$ cat config.mk
export PLATFORM = sky130hd
export DESIGN_NAME = sawdg_top
export DESIGN_NICKNAME = d
export VERILOG_FILES = /design/src/verilog/sawdg_pkg.sv /design/src/verilog/sawdg_top.sv
export SDC_FILE = /design/constraint.sdc
export NUM_CORES = 1
export LEC_CHECK = 0
export BUFFER_PORTS_ARGS = -buffer_cell sky130_fd_sc_hd__clkbuf_2
export CORE_MARGIN = 2
export CORE_UTILIZATION = 55
export DETAILED_ROUTE_END_ITERATION = 12
export PLACE_DENSITY = 0.8
export SLEW_MARGIN = 20
export SYNTH_ARGS = -nofsm -noshare
export SYNTH_HDL_FRONTEND = slang
export SYNTH_SLANG_ARGS = --single-unit
export TNS_END_PERCENT = 1
$ cat constraint.sdc
create_clock -name clk_sys -period 4.6 [get_ports clk_sys]
set_clock_uncertainty 0.2 [all_clocks]
set_input_delay 0.69 -clock clk_sys [delete_from_list [all_inputs] [get_ports clk_sys]]
set_output_delay 0.69 -clock clk_sys [all_outputs]
set_load 0.02 [all_outputs]
$ cat src/verilog/sawdg_pkg.sv
package sawdg_pkg;

    localparam int ADDR_W = 8;
    localparam int DATA_W = 32;
    localparam int COUNT_W = 12;
    localparam int DIVSEL_W = 3;

    // register offsets
    localparam logic [7:0] OFF_UNLOCK_FEED_WORD    = 8'h00;
    localparam logic [7:0] OFF_CLOCK_DIVIDER_SEL   = 8'h04;
    localparam logic [7:0] OFF_RELOAD_VALUE        = 8'h08;
    localparam logic [7:0] OFF_UPDATE_STATUS       = 8'h0C;
    localparam logic [7:0] OFF_WATCHDOG_CONTROL    = 8'h10;
    localparam logic [7:0] OFF_INTERRUPT_THRESHOLD = 8'h14;
    localparam logic [7:0] OFF_CURRENT_COUNT       = 8'h18;
    localparam logic [7:0] OFF_IRQ_STATUS          = 8'h1C;
    localparam logic [7:0] OFF_IRQ_MASK            = 8'h20;

    // key words
    localparam logic [15:0] KEY_START  = 16'hCCCC;
    localparam logic [15:0] KEY_FEED   = 16'hAAAA;
    localparam logic [15:0] KEY_UNLOCK = 16'h5555;

    // field positions
    localparam int CTRL_IRQ_SEL_BIT     = 0;
    localparam int STAT_DIV_PEND_BIT    = 0;
    localparam int STAT_RELOAD_PEND_BIT = 1;
    localparam int IRQ_EXPIRE_BIT       = 0;
    localparam int IRQ_THRESH_BIT       = 1;
    localparam int IRQ_W                = 2;

    // reset values
    localparam logic [COUNT_W-1:0]  RST_RELOAD    = 12'hFFF;
    localparam logic [COUNT_W-1:0]  RST_THRESHOLD = 12'hFFF;
    localparam logic [COUNT_W-1:0]  RST_COUNT     = 12'h001;
    localparam logic [COUNT_W-1:0]  START_COUNT   = 12'hFFF;
    localparam logic [DIVSEL_W-1:0] RST_DIVSEL    = 3'h0;

    // prescale count limits (divide by 4 << field, capped at 256)
    localparam logic [7:0] DIV_LIMIT_MIN = 8'h03;
    localparam logic [7:0] DIV_LIMIT_MAX = 8'hFF;

    typedef struct packed {
        logic [ADDR_W-1:0] addr;
        logic [DATA_W-1:0] wdata;
        logic              wr;
        logic              rd;
    } sawdg_bus_req_t;

    typedef enum logic [1:0] {
        ST_IDLE  = 2'b00,
        ST_COUNT = 2'b01,
        ST_FIRED = 2'b10
    } sawdg_state_t;

endpackage : sawdg_pkg

$ cat src/verilog/sawdg_top.sv
`timescale 1ns/1ps
module sawdg_top
    import sawdg_pkg::*;
(
    input  wire logic           clk_sys,
    input  wire logic           rst,
    input  wire sawdg_bus_req_t bus_req,
    output logic [DATA_W-1:0]   bus_rdata_r,
    input  wire logic           low_speed_osc,
    input  wire logic           hw_mode_option,
    input  wire logic           stop_mode,
    input  wire logic           osc_off_in_stop,
    output logic                sys_reset_req_r,
    output logic                irq_r
);

    function automatic logic hit(input logic [ADDR_W-1:0] a, input logic [ADDR_W-1:0] off);
        hit = (a == off);
    endfunction : hit

    function automatic logic [7:0] div_limit(input logic [DIVSEL_W-1:0] sel);
        case (sel)
            3'h0, 3'h1, 3'h2, 3'h3, 3'h4, 3'h5: div_limit = 8'((DIV_LIMIT_MIN + 8'h01) << sel) - 8'h01;
            default: div_limit = DIV_LIMIT_MAX;
        endcase
    endfunction : div_limit

    sawdg_state_t        state_r;
    logic [COUNT_W-1:0]  count_r;
    logic [COUNT_W-1:0]  reload_field_r;
    logic [COUNT_W-1:0]  threshold_r;
    logic [DIVSEL_W-1:0] divider_field_r;
    logic                irq_sel_r;
    logic                unlock_r;
    logic                div_pend_r;
    logic                reload_update_pending_r;
    logic [IRQ_W-1:0]    irq_stat_r;
    logic [IRQ_W-1:0]    irq_mask_r;
    logic                strap_done_r;
    logic                hw_mode_r;
    logic                osc_s1_r;
    logic                osc_s2_r;
    logic                osc_s3_r;
    logic                osc_lvl_r;
    logic [7:0]          presc_r;

    logic             wr_key;
    logic [15:0]      key_val;
    logic             key_start;
    logic             key_feed;
    logic             wr_prot;
    logic             strap_start;
    logic             osc_rise;
    logic             osc_gate;
    logic             osc_tick;
    logic             count_tick;
    logic             at_zero;
    logic             at_end;
    logic [COUNT_W-1:0] count_dec;
    logic [IRQ_W-1:0] irq_evt;

    assign wr_key      = bus_req.wr && hit(bus_req.addr, OFF_UNLOCK_FEED_WORD);
    assign key_val     = bus_req.wdata[15:0];
    assign key_start   = wr_key && (key_val == KEY_START);
    assign key_feed    = wr_key && (key_val == KEY_FEED);
    assign wr_prot     = bus_req.wr && unlock_r;
    assign strap_start = !strap_done_r && hw_mode_option;
    assign at_zero     = (count_r == '0);
    // expiry on the tick that reaches zero; a reload of zero still waits one tick
    assign at_end      = (count_r <= 12'h001);
    assign count_dec   = count_r - 12'h001;

    // slow oscillator sampled as a pin; counting steps on its rising edges, and a feed write clears the prescaler
    always_ff @(posedge clk_sys or posedge rst) begin
        if (rst) begin
            // reset high: a slow clock parked high gives no false edge
            osc_s1_r  <= 1'b1;
            osc_s2_r  <= 1'b1;
            osc_s3_r  <= 1'b1;
            osc_lvl_r <= 1'b1;
        end else begin
            osc_s1_r <= low_speed_osc;
            osc_s2_r <= osc_s1_r;
            osc_s3_r <= osc_s2_r;
            if (osc_s2_r == osc_s3_r) begin
                osc_lvl_r <= osc_s3_r;
            end
        end
    end

    assign osc_rise   = osc_s2_r && osc_s3_r && !osc_lvl_r;
    // hardware mode ignores the stop-mode oscillator shutdown
    assign osc_gate   = stop_mode && osc_off_in_stop && !hw_mode_r;
    assign osc_tick   = osc_rise && !osc_gate;
    assign count_tick = osc_tick && (state_r == ST_COUNT) && (presc_r == div_limit(divider_field_r));

    // prescaler
    always_ff @(posedge clk_sys or posedge rst) begin
        if (rst) begin
            presc_r <= 8'h00;
        end else if (state_r != ST_COUNT || key_feed) begin
            presc_r <= 8'h00;
        end else if (osc_tick) begin
            if (presc_r >= div_limit(divider_field_r)) begin
                presc_r <= 8'h00;
            end else begin
                presc_r <= presc_r + 8'h01;
            end
        end
    end

    // strap caught one cycle after reset release
    always_ff @(posedge clk_sys or posedge rst) begin
        if (rst) begin
            strap_done_r <= 1'b0;
            hw_mode_r    <= 1'b0;
        end else if (!strap_done_r) begin
            strap_done_r <= 1'b1;
            hw_mode_r    <= hw_mode_option;
        end
    end

    // state machine
    always_ff @(posedge clk_sys or posedge rst) begin
        if (rst) begin
            state_r <= ST_IDLE;
        end else begin
            case (state_r)
                ST_IDLE: begin
                    if (key_start || strap_start) begin
                        state_r <= ST_COUNT;
                    end
                end
                ST_COUNT: begin
                    if (count_tick && at_end && !irq_sel_r) begin
                        state_r <= ST_FIRED;
                    end
                end
                ST_FIRED: state_r <= ST_FIRED;
                default: state_r <= ST_IDLE;
            endcase
        end
    end

    // reset request held until the system reset arrives
    always_ff @(posedge clk_sys or posedge rst) begin
        if (rst) begin
            sys_reset_req_r <= 1'b0;
        end else if (state_r == ST_COUNT && count_tick && at_end && !irq_sel_r) begin
            sys_reset_req_r <= 1'b1;
        end
    end

    // down counter
    always_ff @(posedge clk_sys or posedge rst) begin
        if (rst) begin
            count_r <= RST_COUNT;
        end else if ((key_start || strap_start) && state_r == ST_IDLE) begin
            count_r <= START_COUNT;
        end else if (key_feed && state_r == ST_COUNT) begin
            count_r <= reload_field_r;
        end else if (count_tick) begin
            if (at_end && irq_sel_r) begin
                count_r <= reload_field_r;
            end else if (!at_zero) begin
                count_r <= count_dec;
            end
        end
    end

    // unlock sequence
    always_ff @(posedge clk_sys or posedge rst) begin
        if (rst) begin
            unlock_r <= 1'b0;
        end else if (wr_key) begin
            unlock_r <= (key_val == KEY_UNLOCK);
        end
    end

    // protected configuration
    always_ff @(posedge clk_sys or posedge rst) begin
        if (rst) begin
            divider_field_r <= RST_DIVSEL;
            reload_field_r  <= RST_RELOAD;
            threshold_r     <= RST_THRESHOLD;
            irq_sel_r       <= 1'b0;
        end else if (wr_prot) begin
            if (hit(bus_req.addr, OFF_CLOCK_DIVIDER_SEL)) begin
                divider_field_r <= bus_req.wdata[DIVSEL_W-1:0];
            end
            if (hit(bus_req.addr, OFF_RELOAD_VALUE)) begin
                reload_field_r <= bus_req.wdata[COUNT_W-1:0];
            end
            if (hit(bus_req.addr, OFF_INTERRUPT_THRESHOLD)) begin
                threshold_r <= bus_req.wdata[COUNT_W-1:0];
            end
            if (hit(bus_req.addr, OFF_WATCHDOG_CONTROL)) begin
                irq_sel_r <= bus_req.wdata[CTRL_IRQ_SEL_BIT];
            end
        end
    end

    // update pending: set wins over the slow-domain clear
    always_ff @(posedge clk_sys or posedge rst) begin
        if (rst) begin
            div_pend_r              <= 1'b0;
            reload_update_pending_r <= 1'b0;
        end else begin
            div_pend_r <= (div_pend_r && !osc_tick) ||
                          (wr_prot && hit(bus_req.addr, OFF_CLOCK_DIVIDER_SEL));
            reload_update_pending_r <= (reload_update_pending_r && !osc_tick) ||
                                       (wr_prot && hit(bus_req.addr, OFF_RELOAD_VALUE));
        end
    end

    // interrupt events
    assign irq_evt[IRQ_EXPIRE_BIT] = count_tick && at_end && irq_sel_r;
    assign irq_evt[IRQ_THRESH_BIT] = count_tick && !at_end && irq_sel_r && (count_dec == threshold_r);

    always_ff @(posedge clk_sys or posedge rst) begin
        if (rst) begin
            irq_stat_r <= '0;
        end else if (bus_req.rd && hit(bus_req.addr, OFF_IRQ_STATUS)) begin
            irq_stat_r <= irq_evt;
        end else begin
            irq_stat_r <= irq_stat_r | irq_evt;
        end
    end

    always_ff @(posedge clk_sys or posedge rst) begin
        if (rst) begin
            irq_mask_r <= '0;
        end else if (bus_req.wr && hit(bus_req.addr, OFF_IRQ_MASK)) begin
            irq_mask_r <= bus_req.wdata[IRQ_W-1:0];
        end
    end

    // one cycle behind the status bit, keeps the output a pure flop
    always_ff @(posedge clk_sys or posedge rst) begin
        if (rst) begin
            irq_r <= 1'b0;
        end else begin
            irq_r <= |(irq_stat_r & irq_mask_r);
        end
    end

    // read port
    always_ff @(posedge clk_sys or posedge rst) begin
        if (rst) begin
            bus_rdata_r <= '0;
        end else if (bus_req.rd) begin
            case (bus_req.addr)
                OFF_CLOCK_DIVIDER_SEL:   bus_rdata_r <= {29'h0, divider_field_r};
                OFF_RELOAD_VALUE:        bus_rdata_r <= {20'h0, reload_field_r};
                OFF_UPDATE_STATUS:       bus_rdata_r <= {30'h0, reload_update_pending_r, div_pend_r};
                OFF_WATCHDOG_CONTROL:    bus_rdata_r <= {31'h0, irq_sel_r};
                OFF_INTERRUPT_THRESHOLD: bus_rdata_r <= {20'h0, threshold_r};
                OFF_CURRENT_COUNT:       bus_rdata_r <= {20'h0, count_r};
                OFF_IRQ_STATUS:          bus_rdata_r <= {30'h0, irq_stat_r};
                OFF_IRQ_MASK:            bus_rdata_r <= {30'h0, irq_mask_r};
                default:                 bus_rdata_r <= '0;
            endcase
        end else begin
            bus_rdata_r <= '0;
        end
    end
endmodule : sawdg_top

==> metrics.txt, run 1 <==
# TYPE chip_impl_metric gauge
chip_impl_metric{name="drt_first_iter_violations",unit=""} 454
chip_impl_metric{name="critical_path.max_fanout",unit=""} 13
chip_impl_metric{name="chipWidth",unit="um"} 95.77
chip_impl_metric{name="wirelength",unit="um"} 11670
chip_impl_metric{name="post-dp-hpwl",unit="um"} 8602
chip_impl_metric{name="antenna_found_initial",unit=""} 0
chip_impl_info{name="worstSetupEndpointType",value="register"} 1
chip_impl_info{name="critPathLaunchType",value="register"} 1
chip_impl_metric{name="grt_start_max_net_pins",unit=""} 43
chip_impl_metric{name="layout-area-overhead-vs-synth",unit="%"} 9.184
chip_impl_info{name="top_usage_layer",value="met2"} 1
chip_impl_metric{name="power",unit="mW"} 1.416
chip_impl_metric{name="critical_path_required",unit="ps"} 4710
chip_impl_metric{name="ctsResizeCount",unit=""} 0
chip_impl_metric{name="yosys_register_bits",unit=""} 77
chip_impl_metric{name="synth_compound_gate_area_share",unit="%"} 15.61
chip_impl_metric{name="post_synth_xor_area_fraction",unit="%"} 4.538
chip_impl_info{name="cts_root_buffer",value="clkbuf_8"} 1
chip_impl_metric{name="muxShareOfSynthArea",unit="%"} 7.996
chip_impl_metric{name="nNetsFinal",unit=""} 567
chip_impl_metric{name="time_the_worst_path_needs_with_i_o_delays_and_setup",unit="ps"} 3939
chip_impl_metric{name="synthesis.yosys.warnings",unit=""} 0
chip_impl_metric{name="met2_usage_grt",unit="%"} 42.89
chip_impl_info{name="cts_tree",value="built"} 1
chip_impl_info{name="setup.worst_path.class",value="register to register"} 1
chip_impl_metric{name="1st_pass_router_iterations",unit=""} 7
chip_impl_metric{name="clk-insertion-delay-late",unit="ps"} 370
chip_impl_metric{name="synth.avg_cell_area",unit="um2"} 9.940
chip_impl_metric{name="postRouteAntennaNets",unit=""} 0
chip_impl_metric{name="finalHoldViolCount",unit=""} 0
chip_impl_metric{name="design_area",unit="mm2"} 0.005057
chip_impl_metric{name="floorplan.die_area",unit="mm2"} 0.009172
chip_impl_metric{name="worst_slew_pin_slew",unit="ps"} 821.4
chip_impl_metric{name="placement.cell_area",unit="mm2"} 0.004861
chip_impl_metric{name="post_syn_area",unit="mm2"} 0.004632
chip_impl_metric{name="synth_edf_count",unit=""} 0
chip_impl_metric{name="post_cts.repair.setup_buffers",unit=""} 0
chip_impl_metric{name="final.hold.worst_slack",unit="ps"} 160.0
chip_impl_metric{name="grt_pass1_vias",unit=""} 3723
chip_impl_metric{name="ff2ff_path_depth",unit=""} 13
chip_impl_metric{name="layout.cells.non_filler",unit=""} 614
chip_impl_info{name="cells_along_the_critical_path",value="or3_1 > ha_1 > xnor2_1 > o21ai_0 > o31ai_1 > nand2_1 > ha_1 > nand4_1 > nor4_2 > o31a_1 > nand3_1 > or3_1 > nand4_1"} 1
chip_impl_metric{name="number_of_setup_violations_in_the_final_report",unit=""} 0
chip_impl_metric{name="post-route-worst-setup-slack",unit="ps"} 661.1
chip_impl_metric{name="fin_crit_sh",unit="%"} 85.63
chip_impl_metric{name="synth_adder_area_share",unit="%"} 4.052
chip_impl_metric{name="clock-sinks",unit=""} 77
chip_impl_metric{name="place_worst_setup_slack",unit="ps"} 743.8
chip_impl_metric{name="timing.final.max_slew_violations",unit=""} 0
chip_impl_metric{name="power-per-cell-area",unit="mW/mm2"} 280.1
chip_impl_metric{name="ctsLongestPathBuffers",unit=""} 2
chip_impl_metric{name="post-place-cells",unit=""} 598
chip_impl_metric{name="io_pins",unit=""} 82
chip_impl_metric{name="simple_gate_share_of_the_synthesized_area",unit="%"} 19.18
chip_impl_metric{name="std_cell_rows",unit=""} 33
chip_impl_metric{name="drv.max_cap_violation_count",unit=""} 0
chip_impl_metric{name="globalplace.congestion",unit=""} 0.9533
chip_impl_metric{name="fillers",unit=""} 678
chip_impl_metric{name="post-route-util",unit="%"} 61.86
chip_impl_metric{name="routedWlPerCell",unit="um"} 19.00
chip_impl_info{name="run_status",value="finished clean"} 1
chip_impl_info{name="synth_top_family_by_area",value="simple AND/OR/NAND/NOR gates"} 1
chip_impl_metric{name="post_synth_inst_count",unit=""} 466
chip_impl_metric{name="timing.setup.tns",unit="ps"} 0
chip_impl_metric{name="num_antenna_cells",unit=""} 0
chip_impl_metric{name="cts_hold_repair.buffers",unit=""} 0
chip_impl_metric{name="die_h",unit="um"} 95.77
chip_impl_metric{name="r2r_slack",unit="ps"} 660
chip_impl_metric{name="p_leak",unit="nW"} 2.076
chip_impl_metric{name="vias",unit=""} 3836
chip_impl_metric{name="min_path_cells",unit=""} 0
chip_impl_info{name="unrepaired_setup_endpoints_after_global_routing",value="false"} 1
chip_impl_metric{name="async_reset_ff_share",unit="%"} 100.0
chip_impl_info{name="ys.flop_type",value="dfrtp_1"} 1
chip_impl_metric{name="path_clk_slew",unit="ps"} 90
chip_impl_metric{name="max_freq",unit="MHz"} 253.9
chip_impl_metric{name="initial_core_util",unit="%"} 56.66
chip_impl_metric{name="global_route.usage.met1",unit="%"} 36.91
chip_impl_metric{name="tritoncts_buffers",unit=""} 9
chip_impl_metric{name="cp_data_arrival_time",unit="ps"} 4040
chip_impl_metric{name="post-route-drc-count",unit=""} 0
chip_impl_metric{name="globalRoute.totalOverflow",unit=""} 0
chip_impl_metric{name="global_route_wire_length_before_repair",unit="um"} 18810
chip_impl_metric{name="grt_use_total",unit="%"} 27.35
chip_impl_metric{name="layout-drive-gt1-share",unit="%"} 28.29
chip_impl_metric{name="placement.io_buffers",unit=""} 45
chip_impl_metric{name="post_synth_num_cell_types",unit=""} 67
chip_impl_info{name="path_category_of_the_worst_min_delay_check",value="register to register"} 1
chip_impl_metric{name="yosysSeqAreaShare",unit="%"} 42.38
chip_impl_metric{name="vias_per_cell",unit=""} 6.248
chip_impl_metric{name="gr-usage-met3",unit="%"} 5.403
chip_impl_metric{name="ir_drop",unit="mV"} 0.2063
chip_impl_metric{name="core_region",unit="mm2"} 0.008175
chip_impl_metric{name="clock_tree.htree_level_count",unit=""} 3
chip_impl_metric{name="critPathMaxStageDelay",unit="ps"} 530
chip_impl_info{name="cp_slowest_cell",value="dfrtp_1"} 1
chip_impl_metric{name="timing.max_slew.rel_slack",unit="%"} 44.82
[cell families (layout without fill, tap and decap cells)]
kind of cell,after synthesis,after routing
simple gates,155,155
flops,77,77
mux,33,33
other cells,2,21
buf+inv,53,77
compound gates,107,107
fa+ha+maj,15,15
xor+xnor,24,24
[synthesized netlist by cell type (4+ instances only)]
cell	n	share of area, %
a21oi_1	27	2.9
a22oi_1	14	2.3
buf_2	6	0.65
buf_4	20	3.2
clkbuf_1	14	1.1
dfrtp_1	48	26
dfstp_2	29	16
ha_1	15	4.1
inv_1	10	0.81
mux2_2	32	7.8
nand2_1	40	3.2
nand2b_1	5	0.68
nand3_1	12	1.3
nand4_1	10	1.4
nor2_1	29	2.3
nor3_1	9	0.97
nor4_1	5	0.68
nor4_2	4	1.1
nor4bb_1	4	0.86
o2111ai_1	7	1.3
o211ai_1	4	0.65
o21ai_0	19	2.1
o31ai_1	4	0.65
o32ai_1	4	0.76
or3_1	6	0.81
xnor2_1	13	2.5
xor2_1	11	2.1
[layout make-up]
class	instances	area (um2)	share of cell area [%]
clock buffers	12	165.2	3.266
inverters	10	37.54	0.7422
repair buffers	51	270.3	5.344
well taps	105	131.4	2.598
multi-input cells	355	2459	48.61
clock inverters	4	31.28	0.6185
flip-flops and latches	77	1963	38.82
[where the power goes]
| group | internal, mW | switching [mW] |
|---|---|---|
| Combinational | 0.0673 | 0.116 |
| Clock | 0.241 | 0.263 |
| Sequential | 0.703 | 0.0264 |
| Total | 1.01 | 0.405 |
[metal layers]
layer,part of all wire [%],wire (um)
met2,48,5645
met1,42,4897
met3,7.2,836
met4,2.5,287
met5,0,0
[cell usage in the layout (no fill, tap or decap), types with 3 or more instances in the layout]
cell,Yosys,final
a21oi_1,27,27
a22oi_1,14,14
and2_1,3,3
and3_1,3,3
buf_4,20,6
clkbuf_2,0,45
clkbuf_8,0,12
clkinvlp_4,0,3
conb_1,2,21
dfrtp_1,48,48
dfstp_2,29,29
ha_1,15,15
inv_1,10,9
mux2_2,32,32
nand2_1,40,40
nand2b_1,5,5
nand3_1,12,12
nand3b_1,3,3
nand4_1,10,10
nor2_1,29,29
nor2b_1,3,3
nor3_1,9,9
nor4_1,5,5
nor4_2,4,4
nor4bb_1,4,4
o2111ai_1,7,7
o211ai_1,4,4
o21ai_0,19,19
o21bai_1,3,3
o31ai_1,4,4
o32ai_1,4,4
or3_1,6,6
xnor2_1,13,13
xor2_1,11,11
[final timing paths]
| path | from | end |
|---|---|---|
| worst min register to register | osc_s1_r$_DFF_PP1_ | osc_s2_r$_DFF_PP1_ |
| min in group asynchronous | rst | hw_mode_r$_DFFE_PP0N_ |
| worst max-delay path | divider_field_r[1]$_DFFE_PP0P_ | count_r[5]$_DFFE_PP0P_ |
| max in group asynchronous | rst | reload_field_r[2]$_DFFE_PP1P_ |
| worst min-delay path | osc_s1_r$_DFF_PP1_ | osc_s2_r$_DFF_PP1_ |
| worst max register to register | divider_field_r[1]$_DFFE_PP0P_ | count_r[5]$_DFFE_PP0P_ |
[critical path: cells and delay by family, from the launching register on]
kind            cells  cell delay, ps
compound gates      3             580
xor+xnor            1             130
fa+ha+maj           2             550
flops               1             530
simple gates        7            1870
[state kept, by name, indices dropped and copies added (netlist names)]
name	flops
threshold_r	12
bus_rdata_r	12
strap_done_r	1
osc_s1_r	1
state_r	2
hw_mode_r	1
count_r	12
presc_r	8
irq_mask_r	2
divider_field_r	3
irq_stat_r	2
irq_r	1
div_pend_r	1
osc_s3_r	1
sys_reset_req_r	1
unlock_r	1
osc_s2_r	1
reload_update_pending_r	1
irq_sel_r	1
osc_lvl_r	1
reload_field_r	12
Note: power is estimated with default switching activity, not from simulation.
==> inputs of run 2 (changes only) <==
Settings changed: CORE_UTILIZATION 55 to 51, PLACE_DENSITY 0.8 to 0.78.
Clock period 4.6 ns to 3.2 ns, I/O delays scaled along.
==> metrics.txt, run 2 (synthesis gave the netlist of run 1 again) <==
# TYPE chip_impl_metric gauge
chip_impl_info{name="run_status",value="finished, violations left"} 1
chip_impl_info{name="violations_in_the_final_reports",value="negative setup slack"} 1
chip_impl_metric{name="seqPwrFrac",unit="%"} 50.4
chip_impl_metric{name="time_the_worst_path_needs_with_i_o_delays_and_setup",unit="ps"} 3253
chip_impl_metric{name="nNetsFinal",unit=""} 594
chip_impl_metric{name="clk-insertion-delay-late",unit="ps"} 360
chip_impl_info{name="timing.hold.worst_endpoint",value="osc_s2_r$_DFF_PP1_"} 1
chip_impl_metric{name="placement.io_buffers",unit=""} 45
chip_impl_info{name="critPathLaunchType",value="register"} 1
chip_impl_metric{name="post-route-util",unit="%"} 61.18
chip_impl_metric{name="globalplace.congestion",unit=""} 0.9380
chip_impl_metric{name="r2r_slack",unit="ps"} -50
chip_impl_info{name="setup.worst_path.class",value="register to register"} 1
chip_impl_metric{name="post-route-worst-setup-slack",unit="ps"} -52.82
chip_impl_metric{name="post-dp-hpwl",unit="um"} 9034
chip_impl_metric{name="floorplan.die_area",unit="mm2"} 0.009860
chip_impl_metric{name="vias_per_cell",unit=""} 6.115
chip_impl_info{name="regToRegStartpoint",value="divider_field_r[1]$_DFFE_PP0P_"} 1
chip_impl_metric{name="vias",unit=""} 3938
chip_impl_metric{name="critical_path.max_fanout",unit=""} 7
chip_impl_metric{name="layout.cells.non_filler",unit=""} 644
chip_impl_metric{name="gr-usage-met3",unit="%"} 4.708
chip_impl_metric{name="clock_tree.htree_level_count",unit=""} 3
chip_impl_metric{name="path_clk_slew",unit="ps"} 90
chip_impl_metric{name="max_freq",unit="MHz"} 307.4
chip_impl_metric{name="drv.max_cap_violation_count",unit=""} 0
chip_impl_metric{name="timing.final.max_slew_violations",unit=""} 0
chip_impl_info{name="layout.cells.most_common",value="dfrtp_1"} 1
chip_impl_metric{name="chipWidth",unit="um"} 99.30
chip_impl_metric{name="grt_use_total",unit="%"} 25.60
chip_impl_metric{name="grt_start_max_net_pins",unit=""} 35
chip_impl_metric{name="cp_data_arrival_time",unit="ps"} 3300
chip_impl_metric{name="die_h",unit="um"} 99.30
chip_impl_metric{name="wirelength",unit="um"} 12080
chip_impl_metric{name="ir_drop",unit="mV"} 0.3441
chip_impl_metric{name="antenna_found_initial",unit=""} 0
chip_impl_metric{name="ff2ff_path_depth",unit=""} 15
chip_impl_metric{name="1st_pass_router_iterations",unit=""} 5
chip_impl_info{name="path_category_of_the_worst_min_delay_check",value="register to register"} 1
chip_impl_metric{name="fin_crit_sh",unit="%"} 101.7
chip_impl_metric{name="timing.max_slew.rel_slack",unit="%"} 54.12
chip_impl_metric{name="ctsLongestPathBuffers",unit=""} 2
chip_impl_metric{name="layout-area-overhead-vs-synth",unit="%"} 15.75
chip_impl_metric{name="tritoncts_buffers",unit=""} 9
chip_impl_metric{name="worst_slew_pin_slew",unit="ps"} 682.0
chip_impl_metric{name="critical_path_required",unit="ps"} 3250
chip_impl_info{name="cts_root_buffer",value="clkbuf_8"} 1
chip_impl_metric{name="p_leak",unit="nW"} 2.232
chip_impl_metric{name="power_frac_comb",unit="%"} 13.7
chip_impl_info{name="cts_tree",value="built"} 1
chip_impl_metric{name="globalRoute.totalOverflow",unit=""} 0
chip_impl_metric{name="drt_first_iter_violations",unit=""} 382
chip_impl_metric{name="postRouteAntennaNets",unit=""} 0
chip_impl_info{name="layout.cells.most_common_list",value="48 x dfrtp_1, 45 x clkbuf_2, 39 x nand2_1"} 1
chip_impl_metric{name="number_of_setup_violations_in_the_final_report",unit=""} 10
chip_impl_metric{name="clkPwrFrac",unit="%"} 35.9
chip_impl_metric{name="initial_core_util",unit="%"} 52.86
chip_impl_metric{name="global_route_wire_length_before_repair",unit="um"} 19820
chip_impl_metric{name="post-place-cells",unit=""} 623
chip_impl_metric{name="io_pins",unit=""} 82
chip_impl_metric{name="std_cell_rows",unit=""} 34
chip_impl_metric{name="cellInternalPower",unit="mW"} 1.463
chip_impl_info{name="unrepaired_setup_endpoints_after_global_routing",value="true"} 1
chip_impl_metric{name="core_region",unit="mm2"} 0.008763
chip_impl_metric{name="met2_usage_grt",unit="%"} 41.79
chip_impl_metric{name="switching_share",unit="%"} 29.74
chip_impl_metric{name="timing.setup.tns",unit="ps"} -147.8
chip_impl_metric{name="power-per-cell-area",unit="mW/mm2"} 388.4
chip_impl_metric{name="switchingPower",unit="mW"} 0.6192
chip_impl_metric{name="grt_pass1_vias",unit=""} 4004
chip_impl_metric{name="min_path_cells",unit=""} 0
chip_impl_info{name="top_usage_layer",value="met2"} 1
chip_impl_metric{name="post-route-drc-count",unit=""} 0
chip_impl_metric{name="finalHoldViolCount",unit=""} 0
chip_impl_info{name="worstSetupEndpointType",value="register"} 1
chip_impl_metric{name="routedWlPerCell",unit="um"} 18.76
chip_impl_metric{name="clock-sinks",unit=""} 77
chip_impl_info{name="hp-start",value="osc_s1_r$_DFF_PP1_"} 1
chip_impl_metric{name="num_antenna_cells",unit=""} 0
chip_impl_info{name="reg2reg_to",value="count_r[6]$_DFFE_PP0P_"} 1
chip_impl_metric{name="layout-drive-gt1-share",unit="%"} 34.14
chip_impl_metric{name="global_route.usage.met1",unit="%"} 33.91
## run 2: cell count changes in the layout (fill, tap and decap cells not counted), moves of 3 or more
cell	before	now
clkinv_4	1	4
o21ai_1	2	7
clkbuf_8	12	9
clkinvlp_4	3	0
buf_4	6	30
o21ai_0	19	13
## run 2: per-layer routing
layer,part of all wire (%),up-vias,wire length (um)
li1,-,1811,-
met1,42,1920,5055
met2,49,181,5892
met3,6.9,26,831
met4,2.5,0,303
met5,0,-,0
## run 2: what timing repair did
action                                 4_1_cts  5_1_grt
gates resized for setup                     12        5
buffers inserted                             3        0
pin swaps                                   10        4
hold buffers                                 2        0
setup endpoints to repair                   13       23
endpoints found under the hold margin       17        0
## run 2: power groups by stage
stage | clock network, mW | logic [mW] | registers (mW)
floorplan | 0 | 0.225 | 1.04
global placement | 0 | 0.267 | 1.06
detailed placement | 0 | 0.278 | 1.07
CTS | 0.760 | 0.282 | 1.05
global route | 0.795 | 0.323 | 1.05
finish | 0.748 | 0.285 | 1.05
## run 2: how the worst max path moves through the flow
stage                                         startpoint  slack (ps)                 endpoint  cells past startpoint
final                     divider_field_r[1]$_DFFE_PP0P_         -50   count_r[6]$_DFFE_PP0P_                     15
after global routing      divider_field_r[1]$_DFFE_PP0P_        -200   count_r[3]$_DFFE_PP0P_                     15
after CTS                 divider_field_r[1]$_DFFE_PP0P_         -20   count_r[6]$_DFFE_PP0P_                     15
after detailed placement  divider_field_r[0]$_DFFE_PP0P_        -160   count_r[1]$_DFFE_PP0P_                     14
after global placement    divider_field_r[0]$_DFFE_PP0P_         -90   count_r[9]$_DFFE_PP0P_                     14
after floorplan           divider_field_r[0]$_DFFE_PP0P_         -40  count_r[11]$_DFFE_PP0P_                     13
## run 2: stage by stage
stage	hold WS [ps]	area [um2]	power [mW]	setup WS [ps]
5_1_grt	167.1	5361	2.172	-197.6
3_3_place_gp	148.3	5056	1.330	-93.45
6_report	162.3	5361	2.082	-52.82
2_1_floorplan	145.2	4732	1.267	-42.62
4_1_cts	161.4	5338	2.089	-19.96
3_5_place_dp	151.7	5056	1.343	-157.1
## run 2: layout make-up
type / count / area [um2]
Fill cell: 733 / 3402
Multi-Input combinational cell: 355 / 2542
Sequential cell: 77 / 1963
Timing Repair Buffer: 78 / 481.7
Clock buffer: 10 / 148.9
Tap cell: 108 / 135.1
Clock inverter: 6 / 52.55
Inverter: 10 / 37.54
## run 2: critical path, stage by stage, from the launching register on
cell	delay, ps
dfrtp_1	410
or3_4	440
ha_4	200
xnor2_2	120
o21ai_1	70
o31ai_1	70
nand2_1	100
ha_1	300
nand4_1	110
nor4_2	50
buf_4	150
o31ai_2	100
buf_4	240
o21ai_2	80
buf_4	150
a221o_1	350
==> inputs of run 3 (changes only) <==
Settings changed: CORE_UTILIZATION 51 to 55, PLACE_DENSITY 0.78 to 0.8, SKIP_CTS_REPAIR_TIMING from default to 1.
Clock period 3.2 ns to 4.19 ns, I/O delays scaled along.
==> metrics.txt, run 3 (synthesis gave the netlist of run 1 again) <==
# TYPE chip_impl_metric gauge
chip_impl_metric{name="path_clk_slew",unit="ps"} 90
chip_impl_metric{name="std_cell_rows",unit=""} 33
chip_impl_metric{name="wirelength",unit="um"} 11580
chip_impl_metric{name="clock_tree.htree_level_count",unit=""} 3
chip_impl_metric{name="switching_share",unit="%"} 29.64
chip_impl_metric{name="placement.cell_area",unit="mm2"} 0.004883
chip_impl_info{name="regToRegStartpoint",value="divider_field_r[0]$_DFFE_PP0P_"} 1
chip_impl_metric{name="multi_input_comb_area",unit="mm2"} 0.002459
chip_impl_metric{name="switchingPower",unit="mW"} 0.4657
chip_impl_info{name="cts_root_buffer",value="clkbuf_8"} 1
chip_impl_info{name="hp-start",value="low_speed_osc"} 1
chip_impl_metric{name="timing.max_slew.rel_slack",unit="%"} 41.39
chip_impl_info{name="layout.cells.most_common_list",value="48 x dfrtp_1, 45 x clkbuf_2, 40 x nand2_1"} 1
chip_impl_info{name="critPathLaunchType",value="register"} 1
chip_impl_metric{name="grt_use_total",unit="%"} 26.93
chip_impl_metric{name="critical_path.max_fanout",unit=""} 7
chip_impl_metric{name="post-route-drc-count",unit=""} 0
chip_impl_metric{name="finalHoldViolCount",unit=""} 0
chip_impl_metric{name="seqCellArea",unit="mm2"} 0.001963
chip_impl_metric{name="clkPwrFrac",unit="%"} 36.2
chip_impl_metric{name="tritoncts_buffers",unit=""} 9
chip_impl_metric{name="initial_core_util",unit="%"} 56.66
chip_impl_metric{name="design_area",unit="mm2"} 0.005084
chip_impl_metric{name="num_antenna_cells",unit=""} 0
chip_impl_metric{name="core_region",unit="mm2"} 0.008175
chip_impl_metric{name="cp_data_arrival_time",unit="ps"} 3640
chip_impl_metric{name="grt_pass1_vias",unit=""} 3731
chip_impl_metric{name="vias",unit=""} 3895
chip_impl_metric{name="globalplace.congestion",unit=""} 0.9677
chip_impl_metric{name="floorplan.die_area",unit="mm2"} 0.009172
chip_impl_metric{name="cellInternalPower",unit="mW"} 1.106
chip_impl_metric{name="layout-drive-gt1-share",unit="%"} 28.71
chip_impl_info{name="run_status",value="finished clean"} 1
chip_impl_metric{name="time_the_worst_path_needs_with_i_o_delays_and_setup",unit="ps"} 3625
chip_impl_metric{name="power-per-cell-area",unit="mW/mm2"} 309.1
chip_impl_info{name="path_category_of_the_worst_min_delay_check",value="input port to register"} 1
chip_impl_metric{name="clk-insertion-delay-late",unit="ps"} 370
chip_impl_metric{name="die_h",unit="um"} 95.77
chip_impl_metric{name="seqPwrFrac",unit="%"} 50.9
chip_impl_info{name="unrepaired_setup_endpoints_after_global_routing",value="false"} 1
chip_impl_metric{name="globalRoute.totalOverflow",unit=""} 0
chip_impl_metric{name="p_leak",unit="nW"} 2.100
chip_impl_metric{name="io_pins",unit=""} 82
chip_impl_info{name="setup.worst_path.start",value="divider_field_r[0]$_DFFE_PP0P_"} 1
chip_impl_metric{name="ctsLongestPathBuffers",unit=""} 2
chip_impl_metric{name="drt_first_iter_violations",unit=""} 282
chip_impl_info{name="worstSetupEndpointType",value="register"} 1
chip_impl_metric{name="timing.final.max_slew_violations",unit=""} 0
chip_impl_metric{name="global_route_wire_length_before_repair",unit="um"} 18570
chip_impl_metric{name="postRouteAntennaNets",unit=""} 0
chip_impl_metric{name="post-dp-hpwl",unit="um"} 8628
chip_impl_metric{name="power_frac_comb",unit="%"} 12.8
chip_impl_metric{name="antenna_found_initial",unit=""} 0
chip_impl_metric{name="ir_drop",unit="mV"} 0.2374
chip_impl_info{name="setup.worst_path.class",value="register to register"} 1
chip_impl_metric{name="critical_path_required",unit="ps"} 4200
chip_impl_info{name="cts_tree",value="built"} 1
chip_impl_metric{name="1st_pass_router_iterations",unit=""} 5
chip_impl_metric{name="vias_per_cell",unit=""} 6.313
chip_impl_metric{name="clock-sinks",unit=""} 77
chip_impl_metric{name="nNetsFinal",unit=""} 570
chip_impl_metric{name="worst_slew_pin_slew",unit="ps"} 877.9
chip_impl_metric{name="drv.max_cap_violation_count",unit=""} 0
chip_impl_metric{name="fin_crit_sh",unit="%"} 86.52
chip_impl_metric{name="grt_start_max_net_pins",unit=""} 46
chip_impl_metric{name="timing.setup.tns",unit="ps"} 0
chip_impl_metric{name="routedWlPerCell",unit="um"} 18.77
chip_impl_metric{name="layout-area-overhead-vs-synth",unit="%"} 9.752
chip_impl_metric{name="number_of_setup_violations_in_the_final_report",unit=""} 0
chip_impl_metric{name="fillers",unit=""} 658
chip_impl_metric{name="chipWidth",unit="um"} 95.77
chip_impl_metric{name="placement.io_buffers",unit=""} 45
chip_impl_metric{name="max_freq",unit="MHz"} 275.9
chip_impl_info{name="layout.cells.most_common",value="dfrtp_1"} 1
[run 3: cell count changes in the layout (fill, tap and decap cells not counted), moves of 2 or more]
cell | before | now
o21ai_1 | 7 | 2
nor4_2 | 6 | 4
ha_4 | 2 | 0
buf_4 | 30 | 9
ha_1 | 13 | 15
nor4_1 | 3 | 5
dlygate4sd3_1 | 2 | 0
a21oi_1 | 25 | 27
clkinv_4 | 4 | 2
a21oi_2 | 2 | 0
o21ai_0 | 13 | 19
[run 3: worst paths after layout]
| check | endpoint | slack, ps | cells past startpoint |
|---|---|---|---|
| max | count_r[11]$_DFFE_PP0P_ | 570 | 11 |
| min | osc_s1_r$_DFF_PP1_ | 140 | 1 |
| max reg2reg | count_r[11]$_DFFE_PP0P_ | 570 | 11 |
| min reg2reg | osc_s2_r$_DFF_PP1_ | 160 | 0 |
| max in group asynchronous | threshold_r[4]$_DFFE_PP1P_ | 2590 | 3 |
| min in group asynchronous | hw_mode_r$_DFFE_PP0N_ | 210 | 2 |
[run 3: layout make-up]
class	instances	share of cell area, %
Clock buffer	10	2.929
Clock inverter	6	1.009
Inverter	10	0.7384
Multi-Input combinational cell	355	48.36
Sequential cell	77	38.62
Tap cell	105	2.584
Timing Repair Buffer	54	5.759
[run 3: through the flow]
stage	hold slack (ps)	cells	setup WS (ps)	utilization [%]	total power, mW
after global placement	148.9	601	671.5	59.73	1.005
after floorplan	145.2	485	866.4	-	0.9679
final	141.0	617	565.0	62.18	1.571
after detailed placement	150.4	601	605.0	59.73	1.014
after CTS	132.6	617	579.5	62.18	1.573
after global routing	131.9	617	306.3	62.18	1.632
[run 3: worst max-delay path: stages, from the launching register on]
cell	delay (ps)
dfrtp_1	460
or3_1	390
ha_1	260
a211oi_1	240
nor2_1	80
ha_1	310
nand4_1	150
nor4_2	430
o31ai_2	140
or4b_2	640
o21ai_0	90
o21ai_0	100
[run 3: layer usage]
metal / share of wire (%) / up-vias / GRT usage, %
met5: 0 / - / 0
met2: 47 / 210 / 41.84
li1: - / 1765 / -
met1: 41 / 1882 / 35.98
met4: 3.4 / 0 / 13.81
met3: 8.2 / 38 / 5.168
[run 3: power groups by stage]
stage | clock (mW) | sequential (mW) | combinational (mW)
final | 0.569 | 0.800 | 0.202
after floorplan | 0 | 0.796 | 0.172
after detailed placement | 0 | 0.813 | 0.201
after global placement | 0 | 0.811 | 0.194
after CTS | 0.571 | 0.799 | 0.202
after global routing | 0.602 | 0.804 | 0.226
